File: src/rtl/rpd_regs.svh
/*
  Register offsets, field positions, reset values and timing counts of the
  rotor position detector. Included by the detector and its helpers.
*/
`ifndef RPD_REGS_SVH
`define RPD_REGS_SVH

// Byte offsets on the APB slave
`define OFS_DETECT_CONTROL_A 8'h00
`define OFS_SAMPLING_SETUP 8'h04
`define OFS_DETECT_STATUS 8'h08
`define OFS_MOTOR_OUTPUT 8'h0C
`define OFS_SAMPLE_DELAY 8'h10

// detect_control_a fields
`define CA_SW_STOP 7
`define CA_SW_START 6
`define CA_TIMER3_STOP 5
`define CA_TIMER2_START 4
`define CA_ONE_PIN 3
`define CA_RECOUNT 2
`define CA_CHANGE_MODE 1
`define CA_ENABLE 0

// sampling_setup fields
`define SB_PERIOD_HI 7
`define SB_PERIOD_LO 6
`define SB_GATING_HI 5
`define SB_GATING_LO 4
`define SB_COUNT_HI 3
`define SB_COUNT_LO 0

// detect_status fields
`define ST_EDGE_HI 5
`define ST_EDGE_LO 4
`define ST_ACTIVE 3
`define ST_SNAP_HI 2
`define ST_SNAP_LO 0

// Reset values
`define RST_CONTROL_A 8'h00
`define RST_SETUP 8'h00
`define RST_MOTOR_OUTPUT 3'h0
`define RST_SAMPLE_DELAY 8'h00

// Sampling period in system clocks for period selects 0..3
`define PERIOD_DIV4 6'd4
`define PERIOD_DIV8 6'd8
`define PERIOD_DIV16 6'd16
`define PERIOD_DIV32 6'd32

`endif

File: src/rtl/rpd_pkg.sv
/*
  Types shared by the rotor position detector files.
  Assumes nothing of its surroundings.
*/
package rpd_pkg;

  typedef enum logic [0:0] {
    ST_IDLE = 1'b0,
    ST_SAMPLING = 1'b1
  } samp_state_t;

  typedef enum logic [1:0] {
    GATE_PWM_ON = 2'b00,
    GATE_REGULAR = 2'b01,
    GATE_LOWER_ON = 2'b10,
    GATE_RESERVED = 2'b11
  } gating_t;

endpackage : rpd_pkg

File: src/rtl/phase_sync.sv
/*
  Two-stage synchroniser for a bundle of asynchronous levels.
  Assumes one clock, asynchronous active-high reset and a clock enable.
*/
module phase_sync
#(
  parameter int WIDTH = 3
)
(
  input wire logic clk_i,
  input wire logic reset_i,
  input wire logic ce_i,
  input wire logic [WIDTH-1:0] async_i,
  output logic [WIDTH-1:0] sync_o
);
  logic [WIDTH-1:0] meta_ff;
  logic [WIDTH-1:0] sync_ff;
  logic [WIDTH-1:0] nxt_meta;
  logic [WIDTH-1:0] nxt_sync;

  always_comb
  begin
    nxt_meta = ce_i ? async_i : meta_ff;
    nxt_sync = ce_i ? meta_ff : sync_ff;
  end

  always_ff @(posedge clk_i or posedge reset_i)
  begin
    if (reset_i)
    begin
      meta_ff <= '0;
      sync_ff <= '0;
    end
    else
    begin
      meta_ff <= nxt_meta;
      sync_ff <= nxt_sync;
    end
  end

  assign sync_o = sync_ff;
endmodule : phase_sync

File: src/rtl/sample_tick.sv
/*
  Sampling period generator: one-cycle tick every 4, 8, 16 or 32 clocks.
  Assumes one clock, asynchronous active-high reset and a clock enable.
*/
`include "rpd_regs.svh"
module sample_tick
(
  input wire logic clk_i,
  input wire logic reset_i,
  input wire logic ce_i,
  input wire logic [1:0] period_sel_i,
  output logic tick_o
);
  logic [5:0] cnt_ff;
  logic [5:0] nxt_cnt;
  logic [5:0] period;

  always_comb
  begin
    case (period_sel_i)
      2'h0: period = `PERIOD_DIV4;
      2'h1: period = `PERIOD_DIV8;
      2'h2: period = `PERIOD_DIV16;
      default: period = `PERIOD_DIV32;
    endcase
    // A period change applies to the running count at once; a count already at or past the new end ticks in the same cycle
    tick_o = (cnt_ff >= period - 6'd1);
    nxt_cnt = cnt_ff;
    if (ce_i)
      nxt_cnt = tick_o ? 6'd0 : cnt_ff + 6'd1;
  end

  always_ff @(posedge clk_i or posedge reset_i)
  begin
    if (reset_i)
      cnt_ff <= 6'd0;
    else
      cnt_ff <= nxt_cnt;
  end
endmodule : sample_tick

File: src/rtl/rotor_position_detector.sv
/*
  Rotor position detector with APB register slave: samples three phase
  inputs, compares with an expected pattern, pulses an event on detection.
  Assumes PWM, lower-side conduction and timer triggers synchronous to clk_i.
*/
// Implementation choices: the register offsets and register access over APB.
// Function
// - compare sampled phases with expected pattern
// - ordinary mode: match detects and ends sampling
// - unmatch mode: detect change from start snapshot
// - start snapshot readable, bits W V U
// - timer 2 starts, timer 3 stops sampling
// - three sampling gating modes by two bits
// - lower mode samples after delay until off
// - idle phases keep last sample, still compared
// - hold off sampling after turn-on delay
// - optional recount per PWM-on interval
// - edge flags record detection at PWM edges
// - status bit shows sampling active
// - sampling period fc divided 4 to 32
// - ordinary mode needs count consecutive matches
// - unmatch mode needs count consecutive mismatches
// - enable bit starts sampling, clear disables
// - mode bit: 0 ordinary, 1 unmatch
// - gating codes 00 PWM, 01 regular, 10 lower
// - count 0 and 1 both mean one
`include "rpd_regs.svh"
module rotor_position_detector
  import rpd_pkg::*;
(
  input wire logic clk_i,
  input wire logic reset_i,
  input wire logic ce_i,
  input wire logic psel_i,
  input wire logic penable_i,
  input wire logic pwrite_i,
  input wire logic [7:0] paddr_i,
  input wire logic [31:0] pwdata_i,
  output logic [31:0] prdata_o,
  output logic pready_o,
  output logic pslverr_o,
  input wire logic phase_u_input_i,
  input wire logic phase_v_input_i,
  input wire logic phase_w_input_i,
  input wire logic [2:0] pwm_on_i,
  input wire logic [2:0] lower_on_i,
  input wire logic timer2_trig_i,
  input wire logic timer3_trig_i,
  output logic position_detect_irq_o
);
  logic [7:0] ctrl_ff, nxt_ctrl;
  logic [7:0] setup_ff, nxt_setup;
  logic [2:0] expect_ff, nxt_expect;
  logic [7:0] delay_ff, nxt_delay;
  logic [31:0] rdata_ff, nxt_rdata;
  samp_state_t state_ff, nxt_state;
  logic [2:0] samp_ff, nxt_samp;
  logic [2:0] snap_ff, nxt_snap;
  logic [3:0] cnt_ff, nxt_cnt;
  logic [1:0] edge_ff, nxt_edge;
  logic seen_ff, nxt_seen;
  logic pwm_prev_ff, en_prev_ff, irq_ff;
  logic [2:0] ph;
  logic [3:0] gate_src;
  logic [3:0] gate_ok;
  logic [2:0] g;
  logic [2:0] eff;
  logic [2:0] mask;
  logic [3:0] target;
  gating_t gating;
  logic tick, tick_raw, wr, setup_rd, mapped, active;
  logic pwm_any, pwm_rise, pwm_fall, sw_start, sw_stop;
  logic start_go, stop_req, cmp_tick, cond, detect;

  phase_sync #(.WIDTH(3)) u_sync (
    .clk_i(clk_i),
    .reset_i(reset_i),
    .ce_i(ce_i),
    .async_i({phase_w_input_i, phase_v_input_i, phase_u_input_i}),
    .sync_o(ph)
  );

  sample_tick u_tick (
    .clk_i(clk_i),
    .reset_i(reset_i),
    .ce_i(ce_i),
    .period_sel_i(setup_ff[`SB_PERIOD_HI:`SB_PERIOD_LO]),
    .tick_o(tick_raw)
  );

  assign tick = tick_raw & ce_i;
  assign gating = gating_t'(setup_ff[`SB_GATING_HI:`SB_GATING_LO]);
  assign active = (state_ff == ST_SAMPLING);
  assign pwm_any = |pwm_on_i;
  assign pwm_rise = pwm_any & ~pwm_prev_ff;
  assign pwm_fall = ~pwm_any & pwm_prev_ff;

  // APB slave: zero wait states while ce_i is high, read data captured in the setup cycle
  assign wr = psel_i & penable_i & pwrite_i & ce_i;
  assign setup_rd = psel_i & ~penable_i & ~pwrite_i & ce_i;
  assign pready_o = ce_i;
  assign mapped = (paddr_i == `OFS_DETECT_CONTROL_A)
    || (paddr_i == `OFS_SAMPLING_SETUP) || (paddr_i == `OFS_DETECT_STATUS)
    || (paddr_i == `OFS_MOTOR_OUTPUT) || (paddr_i == `OFS_SAMPLE_DELAY);
  assign pslverr_o = psel_i & penable_i & ~mapped;
  assign prdata_o = rdata_ff;
  assign sw_start = wr && paddr_i == `OFS_DETECT_CONTROL_A
    && pwdata_i[`CA_SW_START];
  assign sw_stop = wr && paddr_i == `OFS_DETECT_CONTROL_A
    && pwdata_i[`CA_SW_STOP];

  always_comb
  begin
    nxt_ctrl = ctrl_ff;
    nxt_setup = setup_ff;
    nxt_expect = expect_ff;
    nxt_delay = delay_ff;
    nxt_rdata = rdata_ff;
    if (wr)
    begin
      case (paddr_i)
        // Start and stop strobes are write-only and never stored
        `OFS_DETECT_CONTROL_A: nxt_ctrl = {2'b00, pwdata_i[5:0]};
        `OFS_SAMPLING_SETUP: nxt_setup = pwdata_i[7:0];
        `OFS_MOTOR_OUTPUT: nxt_expect = pwdata_i[2:0];
        `OFS_SAMPLE_DELAY: nxt_delay = pwdata_i[7:0];
        default: nxt_ctrl = ctrl_ff;
      endcase
    end
    if (setup_rd)
    begin
      case (paddr_i)
        `OFS_DETECT_CONTROL_A: nxt_rdata = {24'h0, ctrl_ff};
        `OFS_SAMPLING_SETUP: nxt_rdata = {24'h0, setup_ff};
        // active flag, snapshot W V U
        `OFS_DETECT_STATUS: nxt_rdata = {26'h0, edge_ff, active, snap_ff};
        `OFS_MOTOR_OUTPUT: nxt_rdata = {29'h0, expect_ff};
        `OFS_SAMPLE_DELAY: nxt_rdata = {24'h0, delay_ff};
        default: nxt_rdata = 32'h0;
      endcase
    end
  end

  always_ff @(posedge clk_i or posedge reset_i)
  begin
    if (reset_i)
    begin
      ctrl_ff <= `RST_CONTROL_A;
      setup_ff <= `RST_SETUP;
      expect_ff <= `RST_MOTOR_OUTPUT;
      delay_ff <= `RST_SAMPLE_DELAY;
      rdata_ff <= 32'h0;
    end
    else
    begin
      ctrl_ff <= nxt_ctrl;
      setup_ff <= nxt_setup;
      expect_ff <= nxt_expect;
      delay_ff <= nxt_delay;
      rdata_ff <= nxt_rdata;
    end
  end

  // turn-on delay: entries 0..2 lower side, entry 3 any PWM on
  assign gate_src = {pwm_any, lower_on_i};
  for (genvar i = 0; i < 4; i++)
  begin : g_delay
    logic [7:0] dcnt_ff;
    logic [7:0] nxt_dcnt;
    always_comb
    begin
      nxt_dcnt = dcnt_ff;
      if (ce_i)
      begin
        if (!gate_src[i])
          nxt_dcnt = 8'h00;
        else if (dcnt_ff < delay_ff)
          nxt_dcnt = dcnt_ff + 8'h01;
      end
    end
    always_ff @(posedge clk_i or posedge reset_i)
    begin
      if (reset_i)
        dcnt_ff <= 8'h00;
      else
        dcnt_ff <= nxt_dcnt;
    end
    assign gate_ok[i] = gate_src[i] && (dcnt_ff >= delay_ff);
  end

  // per-phase gate; lower mode samples from delay to turn-off
  always_comb
  begin
    case (gating)
      GATE_PWM_ON: g = {3{gate_ok[3]}};
      GATE_REGULAR: g = 3'b111;
      GATE_LOWER_ON: g = gate_ok[2:0];
      default: g = 3'b000;
    endcase
  end

  // idle phases compare with their retained sample
  assign eff = (g & ph) | (~g & samp_ff);
  assign mask = ctrl_ff[`CA_ONE_PIN] ? 3'b001 : 3'b111;
  // count of zero behaves as one
  assign target = (setup_ff[`SB_COUNT_HI:`SB_COUNT_LO] == 4'h0) ? 4'h1
    : setup_ff[`SB_COUNT_HI:`SB_COUNT_LO];
  assign cmp_tick = tick & active & (|g);
  // match against pattern, or change from snapshot
  assign cond = ctrl_ff[`CA_CHANGE_MODE]
    ? ((eff & mask) != (snap_ff & mask))
    : ((eff & mask) == (expect_ff & mask));
  assign detect = cmp_tick & cond & (cnt_ff + 4'h1 >= target);

  // enable rise, software or timer 2 starts sampling
  assign start_go = ce_i && ctrl_ff[`CA_ENABLE] && (state_ff == ST_IDLE)
    && ((ctrl_ff[`CA_ENABLE] && !en_prev_ff) || sw_start
    || (ctrl_ff[`CA_TIMER2_START] && timer2_trig_i));
  // timer 3 or software stops; clearing enable stops
  assign stop_req = sw_stop || !ctrl_ff[`CA_ENABLE]
    || (ctrl_ff[`CA_TIMER3_STOP] && timer3_trig_i);

  always_comb
  begin
    nxt_state = state_ff;
    nxt_samp = samp_ff;
    nxt_snap = snap_ff;
    nxt_cnt = cnt_ff;
    nxt_edge = edge_ff;
    nxt_seen = seen_ff;
    if (ce_i)
    begin
      case (state_ff)
        ST_IDLE:
        begin
          if (start_go)
          begin
            nxt_state = ST_SAMPLING;
            nxt_snap = ph;
            nxt_samp = ph;
            nxt_cnt = 4'h0;
            nxt_seen = 1'b0;
            nxt_edge = 2'b00;
          end
        end
        ST_SAMPLING:
        begin
          if (cmp_tick)
          begin
            nxt_samp = eff;
            nxt_cnt = cond ? cnt_ff + 4'h1 : 4'h0;
          end
          // restart the count at each PWM-off
          if (ctrl_ff[`CA_RECOUNT] && gating != GATE_REGULAR && pwm_fall)
            nxt_cnt = 4'h0;
          if (detect || stop_req)
          begin
            nxt_state = ST_IDLE;
            nxt_cnt = 4'h0;
          end
        end
        default: nxt_state = ST_IDLE;
      endcase
      if (detect)
        nxt_seen = 1'b1;
      // record detection at falling and rising PWM edges
      if (pwm_fall)
        nxt_edge[1] = seen_ff | detect;
      if (pwm_rise)
        nxt_edge[0] = seen_ff | detect;
    end
  end

  always_ff @(posedge clk_i or posedge reset_i)
  begin
    if (reset_i)
    begin
      state_ff <= ST_IDLE;
      samp_ff <= 3'h0;
      snap_ff <= 3'h0;
      cnt_ff <= 4'h0;
      edge_ff <= 2'b00;
      seen_ff <= 1'b0;
      pwm_prev_ff <= 1'b0;
      en_prev_ff <= 1'b0;
      irq_ff <= 1'b0;
    end
    else
    begin
      state_ff <= nxt_state;
      samp_ff <= nxt_samp;
      snap_ff <= nxt_snap;
      cnt_ff <= nxt_cnt;
      edge_ff <= nxt_edge;
      seen_ff <= nxt_seen;
      if (ce_i)
      begin
        pwm_prev_ff <= pwm_any;
        en_prev_ff <= ctrl_ff[`CA_ENABLE];
        irq_ff <= detect;
      end
    end
  end

  // Registered so the event pulse is glitch free
  assign position_detect_irq_o = irq_ff;
endmodule : rotor_position_detector

File: config.mk
export PLATFORM = sky130hd
export DESIGN_NAME = rotor_position_detector
export DESIGN_NICKNAME = d
export VERILOG_FILES = /design/src/rtl/rpd_pkg.sv /design/src/rtl/phase_sync.sv /design/src/rtl/sample_tick.sv /design/src/rtl/rotor_position_detector.sv
export VERILOG_INCLUDE_DIRS = /design/src /design/src/rtl
export SDC_FILE = /design/constraint.sdc
export NUM_CORES = 1
export LEC_CHECK = 0
export ABC_AREA = 1
export BUFFER_PORTS_ARGS = -buffer_cell sky130_fd_sc_hd__buf_4
export CAP_MARGIN = 20
export CELL_PAD_IN_SITES_DETAIL_PLACEMENT = 1
export CELL_PAD_IN_SITES_GLOBAL_PLACEMENT = 1
export CORE_UTILIZATION = 42
export CTS_BUF_LIST = sky130_fd_sc_hd__clkbuf_4 sky130_fd_sc_hd__clkbuf_8
export CTS_CLUSTER_DIAMETER = 200
export CTS_CLUSTER_SIZE = 10
export DETAILED_ROUTE_END_ITERATION = 6
export PLACE_DENSITY = 0.84
export SYNTH_ARGS = -nofsm -noshare
export SYNTH_HDL_FRONTEND = slang
export SYNTH_HIERARCHICAL = 1
export SYNTH_SLANG_ARGS = --single-unit
File: constraint.sdc
create_clock -name clk_i -period 2.95 [get_ports clk_i]
set_clock_uncertainty 0.15 [all_clocks]
set_input_delay 0.295 -clock clk_i [delete_from_list [all_inputs] [get_ports clk_i]]
set_output_delay 0.295 -clock clk_i [all_outputs]
set_load 0.01 [all_outputs]
==> out/results.txt, run 1 <==
Hold Fails Final Rpt - 0
Slowest CP cell - dfrtp_1
Syn-to-layout area delta - 18.08%
Drt wl/cell - 17.14 um
Top cells by count, synth - nand2_1 (188), inv_1 (122), dfrtp_1 (94), o21ai_0 (61), nor2_1 (51)
Pin count of the biggest net entering global routing - 83
Core region area - 0.01393 mm2
Area of the die - 0.01485 mm2
Area share of the leading cell type in the synthesized netlist - 38.97%
Number of synthesized register bits - 94
Final min period - 2930 ps
Non-filler cells, final - 1035
Fin crit share - 99.31%
Most common cell in the netlist - nand2_1
Final setup violation count - 0
Post-synth cell types - 45
Clock insertion delay at the later pin of the skew report - 390 ps
Least-Margin Pin Slew - 563.8 ps
RSZ-0062 raised after global routing - true
Share of cells above drive strength 1 - 19.06%
HPWL Detailed - 12.38 mm
Fmax - 341.4 MHz
GRT Total Usage - 23.55%
# clock sinks - 94
Pre-CTS setup slack - -28.75 ps
WP data arrival - 3120 ps
VDD IR max - 339.0 uV
Syn_area_per_cell - 7.689 um2
TritonCTS Buffers - 9
Slew Limit Fails - 0
Vias - 5517
Post-synth ARST share - 100.0%
Sequential-to-total area share from yosys stat - 38.97%
Startpoint Class - register
Root Driver - clkbuf_8
Layout Nets - 953
IO Count - 92
Row cnt - 43
TritonRoute pass-1 iters - 4
CP max FO - 5
Mapped Cells - 785
Crit. End Element - register
Number of enable flip-flop cells after synthesis - 0
Initial Util - 43.32%
Die Y - 121.9 um
Final ANT Viol Nets - 0
Total Power - 4.325 mW
Most used DFF post-synth - dfrtp_1
Clock slew at reported path FFs - 100 ps
Dominant cells by area after synthesis - dfrtp_1 (39%), nand2_1 (12%), ha_1 (9.5%)
CTS tree - yes
Initial DRC count - 276
Initial antenna violation count - 0
Outcome - finished clean
Congestion Overflow GR - 0
Setup TNS - 0 ps
Final worst-path setup slack - 20.48 ps
DRC Markers - 0
Slew headroom - 62.07%
Synth Cell Area - 0.006036 mm2
Critical path class - reg2reg
I/O Buffers - 43
CP peak stage delay - 430 ps
Yosys warning count - 6
Routability congestion estimate - 0.8279
Leak pwr - 3.496 nW
Worst Hold Class - in2reg
Placed Instances - 1007
Critical-path cell list - clkinv_4, ha_4, nand2_1, inv_1, nand2_1, nand2_1, nand2_1, nand3_1, nand2_2, nand4_1, nand3_1, nand2_1, nand3_2, o21bai_4, nand3_4, nand3_4, nor2_4, nand3_2, nand2_2
Worst Path Required - 3140 ps
Vias in the first global route - 5588
Die width - 121.9 um
First-pass GRT wire length - 27.17 mm
P per Cell Area - 606.9 mW/mm2
Buf/Inv on CP - 2
Crit-path most repeated cell - nand2_1
Clock buffer depth - 2
Max Cap Viol - 0
Antenna diode count - 0
Leading area contributor after synthesis - dfrtp_1
Vias/cell - 5.330
H-tree Lvls - 3
CP top delay family - simple AND/OR/NAND/NOR gates
WHS - 45.59 ps
Drt total wl - 17.75 mm
[power by group]
part           switching, mW  internal [mW]
Combinational           1.12          0.692
Sequential             0.173           1.45
Clock                  0.494          0.398
[cells in the final DEF (no fill, tap or decap), types with 7 or more instances in the layout]
cell type,count
conb_1,25
nand3_1,30
nor3b_1,13
inv_1,113
nor2_4,7
a21oi_1,31
clkbuf_8,9
o21ai_0,61
nand2_2,23
nand3_4,7
nand2_1,173
dfrtp_1,93
nor2_1,47
ha_1,39
nand4_1,13
buf_4,57
ha_4,7
nand3_2,10
nor3_1,21
[state kept, by name, summed over array words and instances, names as in the netlist, 3 cells and up]
| name | count |
|---|---|
| setup_ff | 8 |
| delay_ff | 8 |
| ctrl_ff | 6 |
| u_sync/meta_ff | 3 |
| u_tick/cnt_ff | 6 |
| cnt_ff | 4 |
| samp_ff | 3 |
| snap_ff | 3 |
| expect_ff | 3 |
| prdata_o | 8 |
| g_delay.dcnt_ff | 32 |
| u_sync/sync_o | 3 |
[metal layers]
layer	part of all wire [%]	GRT usage, %	up-vias
met2	51	40.04	117
met5	0	0	-
met4	2.6	9.105	0
met3	3.6	2.903	32
met1	43	30.36	2730
li1	-	-	2638
[worst min-delay path: stages]
cell	delay, ps
buf_4	120
nand3_1	70
o21ai_0	70
[final timing paths]
| kind | start | endpoint | slack [ps] | depth (start not counted) |
|---|---|---|---|---|
| min in group asynchronous | reset_i | u_sync/meta_ff[0] | 260 | 3 |
| hold / removal | lower_on_i[0] | g_delay[0].dcnt_ff[0] | 50 | 3 |
| max in group asynchronous | reset_i | delay_ff[0] | 1850 | 4 |
| hold reg to reg | u_sync/meta_ff[2] | u_sync/sync_o[2] | 340 | 2 |
| setup / recovery | delay_ff[3] | cnt_ff[1] | 20 | 19 |
| setup reg to reg | delay_ff[3] | cnt_ff[1] | 20 | 19 |
[per-stage QoR]
stage / instance area (um2) / util [%]
final: 7127 / 51.14
after global placement: 6514 / 46.75
after detailed placement: 6514 / 46.75
after global routing: 7127 / 51.14
after floorplan: 6122 / -
after CTS: 6748 / 48.42
[layout make-up]
cell class / count / area [um2]
Timing Repair Buffer: 62 / 488.0
Fill cell: 1744 / 6808
Tap cell: 180 / 225.2
Clock buffer: 10 / 131.4
Sequential cell: 94 / 2354
Inverter: 126 / 489.2
Multi-Input combinational cell: 557 / 3377
Clock inverter: 6 / 62.56
[kinds of logic (layout without fill, tap and decap cells)]
group / after synthesis / count (layout) / synth area share [%]
DFF: 94 / 94 / 38.97
adders and majority gates: 46 / 46 / 9.536
buffers and inverters: 158 / 204 / 11.65
xor gates and xnor gates: 5 / 5 / 0.7257
and+or+nand+nor: 366 / 367 / 28.38
other: 2 / 25 / 0.1244
AOI/OAI and AO/OA: 114 / 114 / 10.61
[timing repair]
| action | CTS | global route |
|---|---|---|
| endpoints found under the setup margin | 6 | 14 |
| resized for setup | 5 | 65 |
| setup buffers | 0 | 7 |
| pin swaps | 0 | 26 |
| hold endpoints to repair | 97 | 0 |
| hold buffers | 4 | 0 |
| gates cloned | 0 | 1 |
(Power assumes the default switching activity.)
==> inputs of run 2 (changes only) <==
--- a/config.mk
+++ b/config.mk
@@ -16,7 +16,7 @@
 export CTS_CLUSTER_DIAMETER = 200
 export CTS_CLUSTER_SIZE = 10
 export DETAILED_ROUTE_END_ITERATION = 6
-export PLACE_DENSITY = 0.84
+export PLACE_DENSITY = 0.81
 export SYNTH_ARGS = -nofsm -noshare
 export SYNTH_HDL_FRONTEND = slang
 export SYNTH_HIERARCHICAL = 1
==> run 2 against run 1 <==
Compared with the run above:
- the flow now finishes with violations (negative setup slack)
- flip-flop and latch count unchanged
- count of clock-buffer cells in the layout decreased by 1
- register-to-register slack lost 40 ps
- global-route usage is 0.95 points higher
- cell count barely moved
- die area unchanged
- critical endpoint is now cnt_ff[0]
- largest cell class unchanged
==> out/results.txt, run 2 (same netlist as run 1, synthesis figures left out) <==
Outcome - finished with violations (was finished clean)
Failing checks - negative setup slack
Layout Nets - 952 (was 953)
Drt wl/cell - 17.13 um (was 17.14 um)
Final ANT Viol Nets - 0 (unchanged)
Row cnt - 43 (unchanged)
Vias in the first global route - 5800 (was 5588)
Vias - 5499 (was 5517)
Initial antenna violation count - 0 (unchanged)
Slew Limit Fails - 0 (unchanged)
Critical-path cell list - clkinvlp_4, buf_12, ha_4, a21oi_1, nand2_2, nand2_2, nand3_4, nand2_8, nand3_4, nand2_2, nand2_2, nand3_2, nand2_2, nor2_2, nand3_2, nand3_4, nand3_4, nor2_4, nand3_2, nand2_1 (was clkinv_4, ha_4, nand2_1, inv_1, nand2_1, nand2_1, nand2_1, nand3_1, nand2_2, nand4_1, nand3_1, nand2_1, nand3_2, o21bai_4, nand3_4, nand3_4, nor2_4, nand3_2, nand2_2)
Drt total wl - 17.71 mm (was 17.75 mm)
Reg2Reg Depth - 20 (was 19)
Pre-CTS setup slack - -24.04 ps (was -28.75 ps)
Clock share of power - 23.2% (was 20.6%)
Slowest CP cell - dfrtp_1 (unchanged)
WP data arrival - 3150 ps (was 3120 ps)
Register area - 0.002354 mm2 (unchanged)
Final worst-path setup slack - -17.13 ps (was 20.48 ps)
Critical path class - reg2reg (unchanged)
Leak pwr - 3.493 nW (was 3.496 nW)
Commonest non-fill, non-tap cell in the layout - nand2_1 (unchanged)
Die Y - 121.9 um (unchanged)
Worst r2r src - delay_ff[3] (unchanged)
TritonRoute pass-1 iters - 4 (unchanged)
Core region area - 0.01393 mm2 (unchanged)
Largest reg by FF count - g_delay.dcnt_ff (unchanged)
CP peak stage delay - 400 ps (was 430 ps)
Hold Fails Final Rpt - 0 (unchanged)
HPWL Detailed - 12.84 mm (was 12.38 mm)
GRT Total Usage - 24.50% (was 23.55%)
Multi-input gate area - 0.003302 mm2 (was 0.003377 mm2)
Max Cap Viol - 0 (unchanged)
Fillers - 1752 (was 1744)
Clock insertion delay at the later pin of the skew report - 400 ps (was 390 ps)
Net Sw Power - 1.737 mW (was 1.782 mW)
Syn-to-layout area delta - 17.27% (was 18.08%)
Placed Instances - 1007 (unchanged)
Root Driver - clkbuf_8 (unchanged)
Share of cells above drive strength 1 - 17.80% (was 19.06%)
I/O Buffers - 43 (unchanged)
Post-route cell area - 0.007078 mm2 (was 0.007127 mm2)
Logic gate share of total power - 39.0% (was 41.8%)
R2R Path End - cnt_ff[0] (was cnt_ff[1])
Final setup violation count - 2 (was 0)
CTS tree - yes (unchanged)
Sw frac - 40.58% (was 41.21%)
R2R Setup Slk - -20 ps (was 20 ps)
RSZ-0062 raised after global routing - true (unchanged)
Non-filler cells, final - 1034 (was 1035)
DP Area - 0.006514 mm2 (unchanged)
P per Cell Area - 605.0 mW/mm2 (was 606.9 mW/mm2)
# clock sinks - 94 (unchanged)
Worst Path Required - 3130 ps (was 3140 ps)
Worst Hold Endpoint - g_delay[1].dcnt_ff[1] (was g_delay[0].dcnt_ff[0])
Int Power - 2.545 mW (was 2.543 mW)
First-pass GRT wire length - 28.02 mm (was 27.17 mm)
Clock buffer depth - 2 (unchanged)
IO Count - 92 (unchanged)
Sequential share of power - 37.9% (was 37.6%)
Crit-path most repeated cell - nand2_2 (was nand2_1)
WHS Path Cells - 3 (unchanged)
Least-Margin Pin Slew - 849.3 ps (was 563.8 ps)
Crit. End Element - register (unchanged)
Routability congestion estimate - 0.8397 (was 0.8279)
TritonCTS Buffers - 9 (unchanged)
Total Power - 4.282 mW (was 4.325 mW)
Max FFs per register - 32 (unchanged)
Pin count of the biggest net entering global routing - 46 (was 83)
Worst Hold Class - in2reg (unchanged)
Fin crit share - 100.6% (was 99.31%)
H-tree Lvls - 3 (unchanged)
Die width - 121.9 um (unchanged)
Initial DRC count - 268 (was 276)
Vias/cell - 5.318 (was 5.330)
Final min period - 2967 ps (was 2930 ps)
CP max FO - 5 (unchanged)
Slew headroom - 43.38% (was 62.07%)
Congestion Overflow GR - 0 (unchanged)
Fmax - 337.0 MHz (was 341.4 MHz)
Initial Util - 43.32% (unchanged)
WHS - 51.05 ps (was 45.59 ps)
HP Start - lower_on_i[1] (was lower_on_i[0])
DRC Markers - 0 (unchanged)
Clock slew at reported path FFs - 100 ps (about the same)
VDD IR max - 353.0 uV (was 339.0 uV)
Area of the die - 0.01485 mm2 (unchanged)
Startpoint Class - register (unchanged)
Antenna diode count - 0 (unchanged)
Commonest non-fill, non-tap cells in the layout - nand2_1 (174), inv_1 (113), dfrtp_1 (93) (was nand2_1 (173), inv_1 (113), dfrtp_1 (93))
==> run 2: changes by cell type in the layout (fill, tap and decap cells not counted), sizes merged <==
cell,delta
clkbuf,-1
clkinvlp,-1
buf,-1
clkinv,-1
inv,+2
bufinv,+1
==> run 2: repair_timing <==
action / in CTS / in global routing
pin swaps: 0 / 19
hold buffers: 4 / 0
buffers inserted: 2 / 4
resized for setup: 8 / 46
gates cloned: 0 / 1
endpoints found under the setup margin: 4 / 13
endpoints found under the hold margin: 59 / 0
==> run 2: area by class of cell <==
| type | count | area share (%) |
|---|---|---|
| multi-input combinational | 557 | 46.65 |
| sequential | 94 | 33.25 |
| timing repair buffer | 61 | 6.965 |
| inverter | 126 | 6.859 |
| tap | 180 | 3.182 |
| clock buffer | 9 | 1.750 |
| clock inverter | 7 | 1.343 |
==> run 2: worst max-delay path, delay by kind of cell, from the launching register on <==
family | cells | cell delay [ps]
AOI/OAI and AO/OA | 1 | 170
adders and majority gates | 1 | 220
and+or+nand+nor | 16 | 1680
buffers and inverters | 2 | 280
DFF | 1 | 400
==> run 2: per-stage QoR <==
stage / util (%) / TNS (ps)
floorplan: - / 0
global placement: 46.75 / 0
detailed placement: 46.75 / -61.14
CTS: 49.15 / 0
global route: 50.79 / -761.9
finish: 50.79 / -28.69
==> run 2: power groups by stage <==
| stage | registers [mW] | clock network (mW) | logic, mW |
|---|---|---|---|
| after floorplan | 1.59 | 0 | 1.05 |
| after global placement | 1.62 | 0 | 1.26 |
| after detailed placement | 1.64 | 0 | 1.38 |
| after CTS | 1.62 | 1.01 | 1.42 |
| after global routing | 1.64 | 1.05 | 1.88 |
| final | 1.62 | 0.992 | 1.67 |
==> run 2: how the worst max path moves through the flow <==
stage	start	end	slack [ps]	cells after the start
6_report	delay_ff[3]	cnt_ff[0]	-20	20
5_1_grt	delay_ff[3]	cnt_ff[0]	-180	20
4_1_cts	delay_ff[7]	cnt_ff[2]	4	17
3_5_place_dp	delay_ff[3]	cnt_ff[2]	-20	20
3_3_place_gp	delay_ff[7]	cnt_ff[2]	100	17
2_1_floorplan	reset_i	active	400	1
==> run 2: metal layers <==
metal | global-route usage [%] | share of wire [%]
met4 | 7.562 | 2.2
met3 | 3.792 | 2.9
met5 | 0 | 0
met1 | 29.36 | 42
met2 | 44.60 | 53
==> inputs of run 3 (changes only) <==
--- a/config.mk
+++ b/config.mk
@@ -17,6 +17,7 @@
 export CTS_CLUSTER_SIZE = 10
 export DETAILED_ROUTE_END_ITERATION = 6
 export PLACE_DENSITY = 0.81
+export RECOVER_POWER = 50
 export SYNTH_ARGS = -nofsm -noshare
 export SYNTH_HDL_FRONTEND = slang
 export SYNTH_HIERARCHICAL = 1
==> run 3 against run 2 <==
Compared with the run above:
- the flow finishes with violations (max-capacitance violations, max-slew violations, negative setup slack)
- count of clock-buffer cells in the layout unchanged
- sequential power barely moved
- global-route usage unchanged
- utilization down 0.47 points
- design area fell by 0.92%
- highest routed layer unchanged
- critical path depth is the same
- worst setup slack improved by 6.2 ps
- die area unchanged
- non-clock buffer count stayed put
- register-to-register slack barely moved
- sequential share of layout area rose by 0.31 points
- total power fell by 0.25%
==> out/results.txt, run 3 (same netlist as run 1, synthesis figures left out) <==
Crit. End Element - register (unchanged)
Commonest non-fill, non-tap cell in the layout - nand2_1 (unchanged)
Setup TNS - -14.61 ps (was -28.69 ps)
DP Area - 0.006514 mm2 (unchanged)
WP data arrival - 3140 ps (was 3150 ps)
CTS tree - yes (unchanged)
Largest reg by FF count - g_delay.dcnt_ff (unchanged)
Root Driver - clkbuf_8 (unchanged)
Max FFs per register - 32 (unchanged)
Register area - 0.002354 mm2 (unchanged)
Least-Margin Pin Slew - 1846 ps (was 849.3 ps)
First-pass GRT wire length - 28.02 mm (unchanged)
Commonest non-fill, non-tap cells in the layout - nand2_1 (174), inv_1 (114), dfrtp_1 (93) (was nand2_1 (174), inv_1 (113), dfrtp_1 (93))
Logic gate share of total power - 38.8% (was 39.0%)
Placed Instances - 1007 (unchanged)
Worst Path Required - 3130 ps (about the same)
RSZ-0062 raised after global routing - true (unchanged)
Initial antenna violation count - 0 (unchanged)
Leak pwr - 3.436 nW (was 3.493 nW)
Vias - 5487 (was 5499)
Fmax - 337.7 MHz (was 337.0 MHz)
Startpoint Class - register (unchanged)
Sw frac - 40.62% (was 40.58%)
H-tree Lvls - 3 (unchanged)
Multi-input gate area - 0.003294 mm2 (was 0.003302 mm2)
Max Cap Viol - 1 (was 0)
Row cnt - 43 (unchanged)
Final min period - 2961 ps (was 2967 ps)
Share of cells above drive strength 1 - 15.81% (was 17.80%)
I/O Buffers - 43 (unchanged)
HPWL Detailed - 12.84 mm (unchanged)
IO Count - 92 (unchanged)
Failing checks - max-capacitance violations, max-slew violations, negative setup slack (was negative setup slack)
CP max FO - 5 (unchanged)
Layout Nets - 952 (unchanged)
TritonCTS Buffers - 9 (unchanged)
Hold Fails Final Rpt - 0 (unchanged)
Slew Limit Fails - 45 (was 0)
Clock slew at reported path FFs - 100 ps (about the same)
Clock share of power - 23.2% (about the same)
Outcome - finished with violations (unchanged)
Net Sw Power - 1.735 mW (was 1.737 mW)
Initial Util - 43.32% (unchanged)
Routability congestion estimate - 0.8397 (unchanged)
Syn-to-layout area delta - 16.19% (was 17.27%)
Slew headroom - -23.23% (was 43.38%)
Drt wl/cell - 17.06 um (was 17.13 um)
VDD IR max - 354.5 uV (was 353.0 uV)
Post-route cell area - 0.007013 mm2 (was 0.007078 mm2)
Final setup violation count - 2 (unchanged)
Clock insertion delay at the later pin of the skew report - 400 ps (about the same)
Clock buffer depth - 2 (unchanged)
Int Power - 2.536 mW (was 2.545 mW)
# clock sinks - 94 (unchanged)
Final ANT Viol Nets - 0 (unchanged)
P per Cell Area - 609.0 mW/mm2 (was 605.0 mW/mm2)
GRT Total Usage - 24.50% (unchanged)
Worst Hold Class - in2reg (unchanged)
Antenna diode count - 0 (unchanged)
Area of the die - 0.01485 mm2 (unchanged)
Fillers - 1760 (was 1752)
Pin count of the biggest net entering global routing - 46 (unchanged)
Fin crit share - 100.4% (was 100.6%)
TritonRoute pass-1 iters - 4 (unchanged)
Sequential share of power - 38.0% (was 37.9%)
Vias in the first global route - 5800 (unchanged)
Core region area - 0.01393 mm2 (unchanged)
Critical path class - reg2reg (unchanged)
Initial DRC count - 281 (was 268)
Congestion Overflow GR - 0 (unchanged)
Vias/cell - 5.307 (was 5.318)
Die Y - 121.9 um (unchanged)
DRC Markers - 0 (unchanged)
Drt total wl - 17.64 mm (was 17.71 mm)
Non-filler cells, final - 1034 (unchanged)
Die width - 121.9 um (unchanged)
Final worst-path setup slack - -10.95 ps (was -17.13 ps)
-- run 3: changes by cell type in the layout (fill, tap and decap cells not counted) --
cell,before,now
buf_4,55,36
clkbuf_1,0,15
clkbuf_4,0,4
clkinv_2,3,2
inv_1,113,114
nor2_1,50,51
nor2_4,6,5
-- run 3: power by group through the flow --
| stage | Combinational (mW) | Sequential, mW | Clock [mW] |
|---|---|---|---|
| after global routing | 1.87 | 1.64 | 1.05 |
| after detailed placement | 1.38 | 1.64 | 0 |
| after global placement | 1.26 | 1.62 | 0 |
| after CTS | 1.42 | 1.62 | 1.01 |
| after floorplan | 1.05 | 1.59 | 0 |
| final | 1.66 | 1.62 | 0.991 |
-- run 3: worst paths after layout --
kind / start / to / slack [ps] / depth (start not counted)
worst max-delay path: delay_ff[3] / cnt_ff[0] / -10 / 20
worst min-delay path: lower_on_i[1] / g_delay[1].dcnt_ff[1] / 50 / 3
worst max register to register: delay_ff[3] / cnt_ff[0] / -10 / 20
worst min register to register: u_sync/meta_ff[1] / u_sync/meta_ff[1] / 330 / 2
max in group asynchronous: reset_i / delay_ff[0] / 540 / 3
min in group asynchronous: reset_i / u_sync/sync_o[1] / 230 / 3
-- run 3: per-layer routing --
metal / GRT usage, % / part of all wire [%] / vias to the layer above
li1: - / - / 2624
met1: 29.36 / 42 / 2753
met2: 44.60 / 53 / 82
met3: 3.792 / 3.0 / 28
met4: 7.562 / 2.5 / 0
met5: 0 / 0 / -
-- run 3: layout make-up --
cell class / instances / share of cell area [%]
inverter: 126 / 6.905
timing repair buffer: 61 / 6.227
clock buffer: 9 / 1.766
clock inverter: 7 / 1.356
multi-input combinational: 557 / 46.98
sequential: 94 / 33.56
tap: 180 / 3.211
-- run 3: worst max-delay path, cell delays in order (launching register included) --
cell	delay (ps)
dfrtp_1	400
clkinvlp_4	110
buf_12	160
ha_4	220
a21oi_1	170
nand2_2	80
nand2_2	80
nand3_4	120
nand2_8	140
nand3_4	100
nand2_2	110
nand2_2	70
nand3_2	70
nand2_2	50
nor2_2	130
nand3_2	130
nand3_4	110
nand3_4	110
nor2_4	190
nand3_2	80
nand2_1	100
-- run 3: repair_timing --
item / 4_1_cts / 5_1_grt
hold buffers: 4 / 0
buffers inserted: 2 / 4
cloned: 0 / 1
endpoints found under the hold margin: 59 / 0
setup endpoints to repair: 4 / 13
pin swaps: 0 / 19
gates resized for setup: 8 / 46
-- run 3: per-stage QoR --
stage | hold WS (ps) | total power [mW] | setup slack, ps | util, %
4_1_cts | 30.75 | 4.041 | 3.736 | 49.15
2_1_floorplan | -64.04 | 2.639 | 396.6 | -
3_5_place_dp | 104.0 | 3.020 | -24.04 | 46.75
5_1_grt | 67.01 | 4.563 | -176.9 | 50.33
6_report | 48.68 | 4.271 | -10.95 | 50.33
3_3_place_gp | 93.55 | 2.878 | 102.7 | 46.75
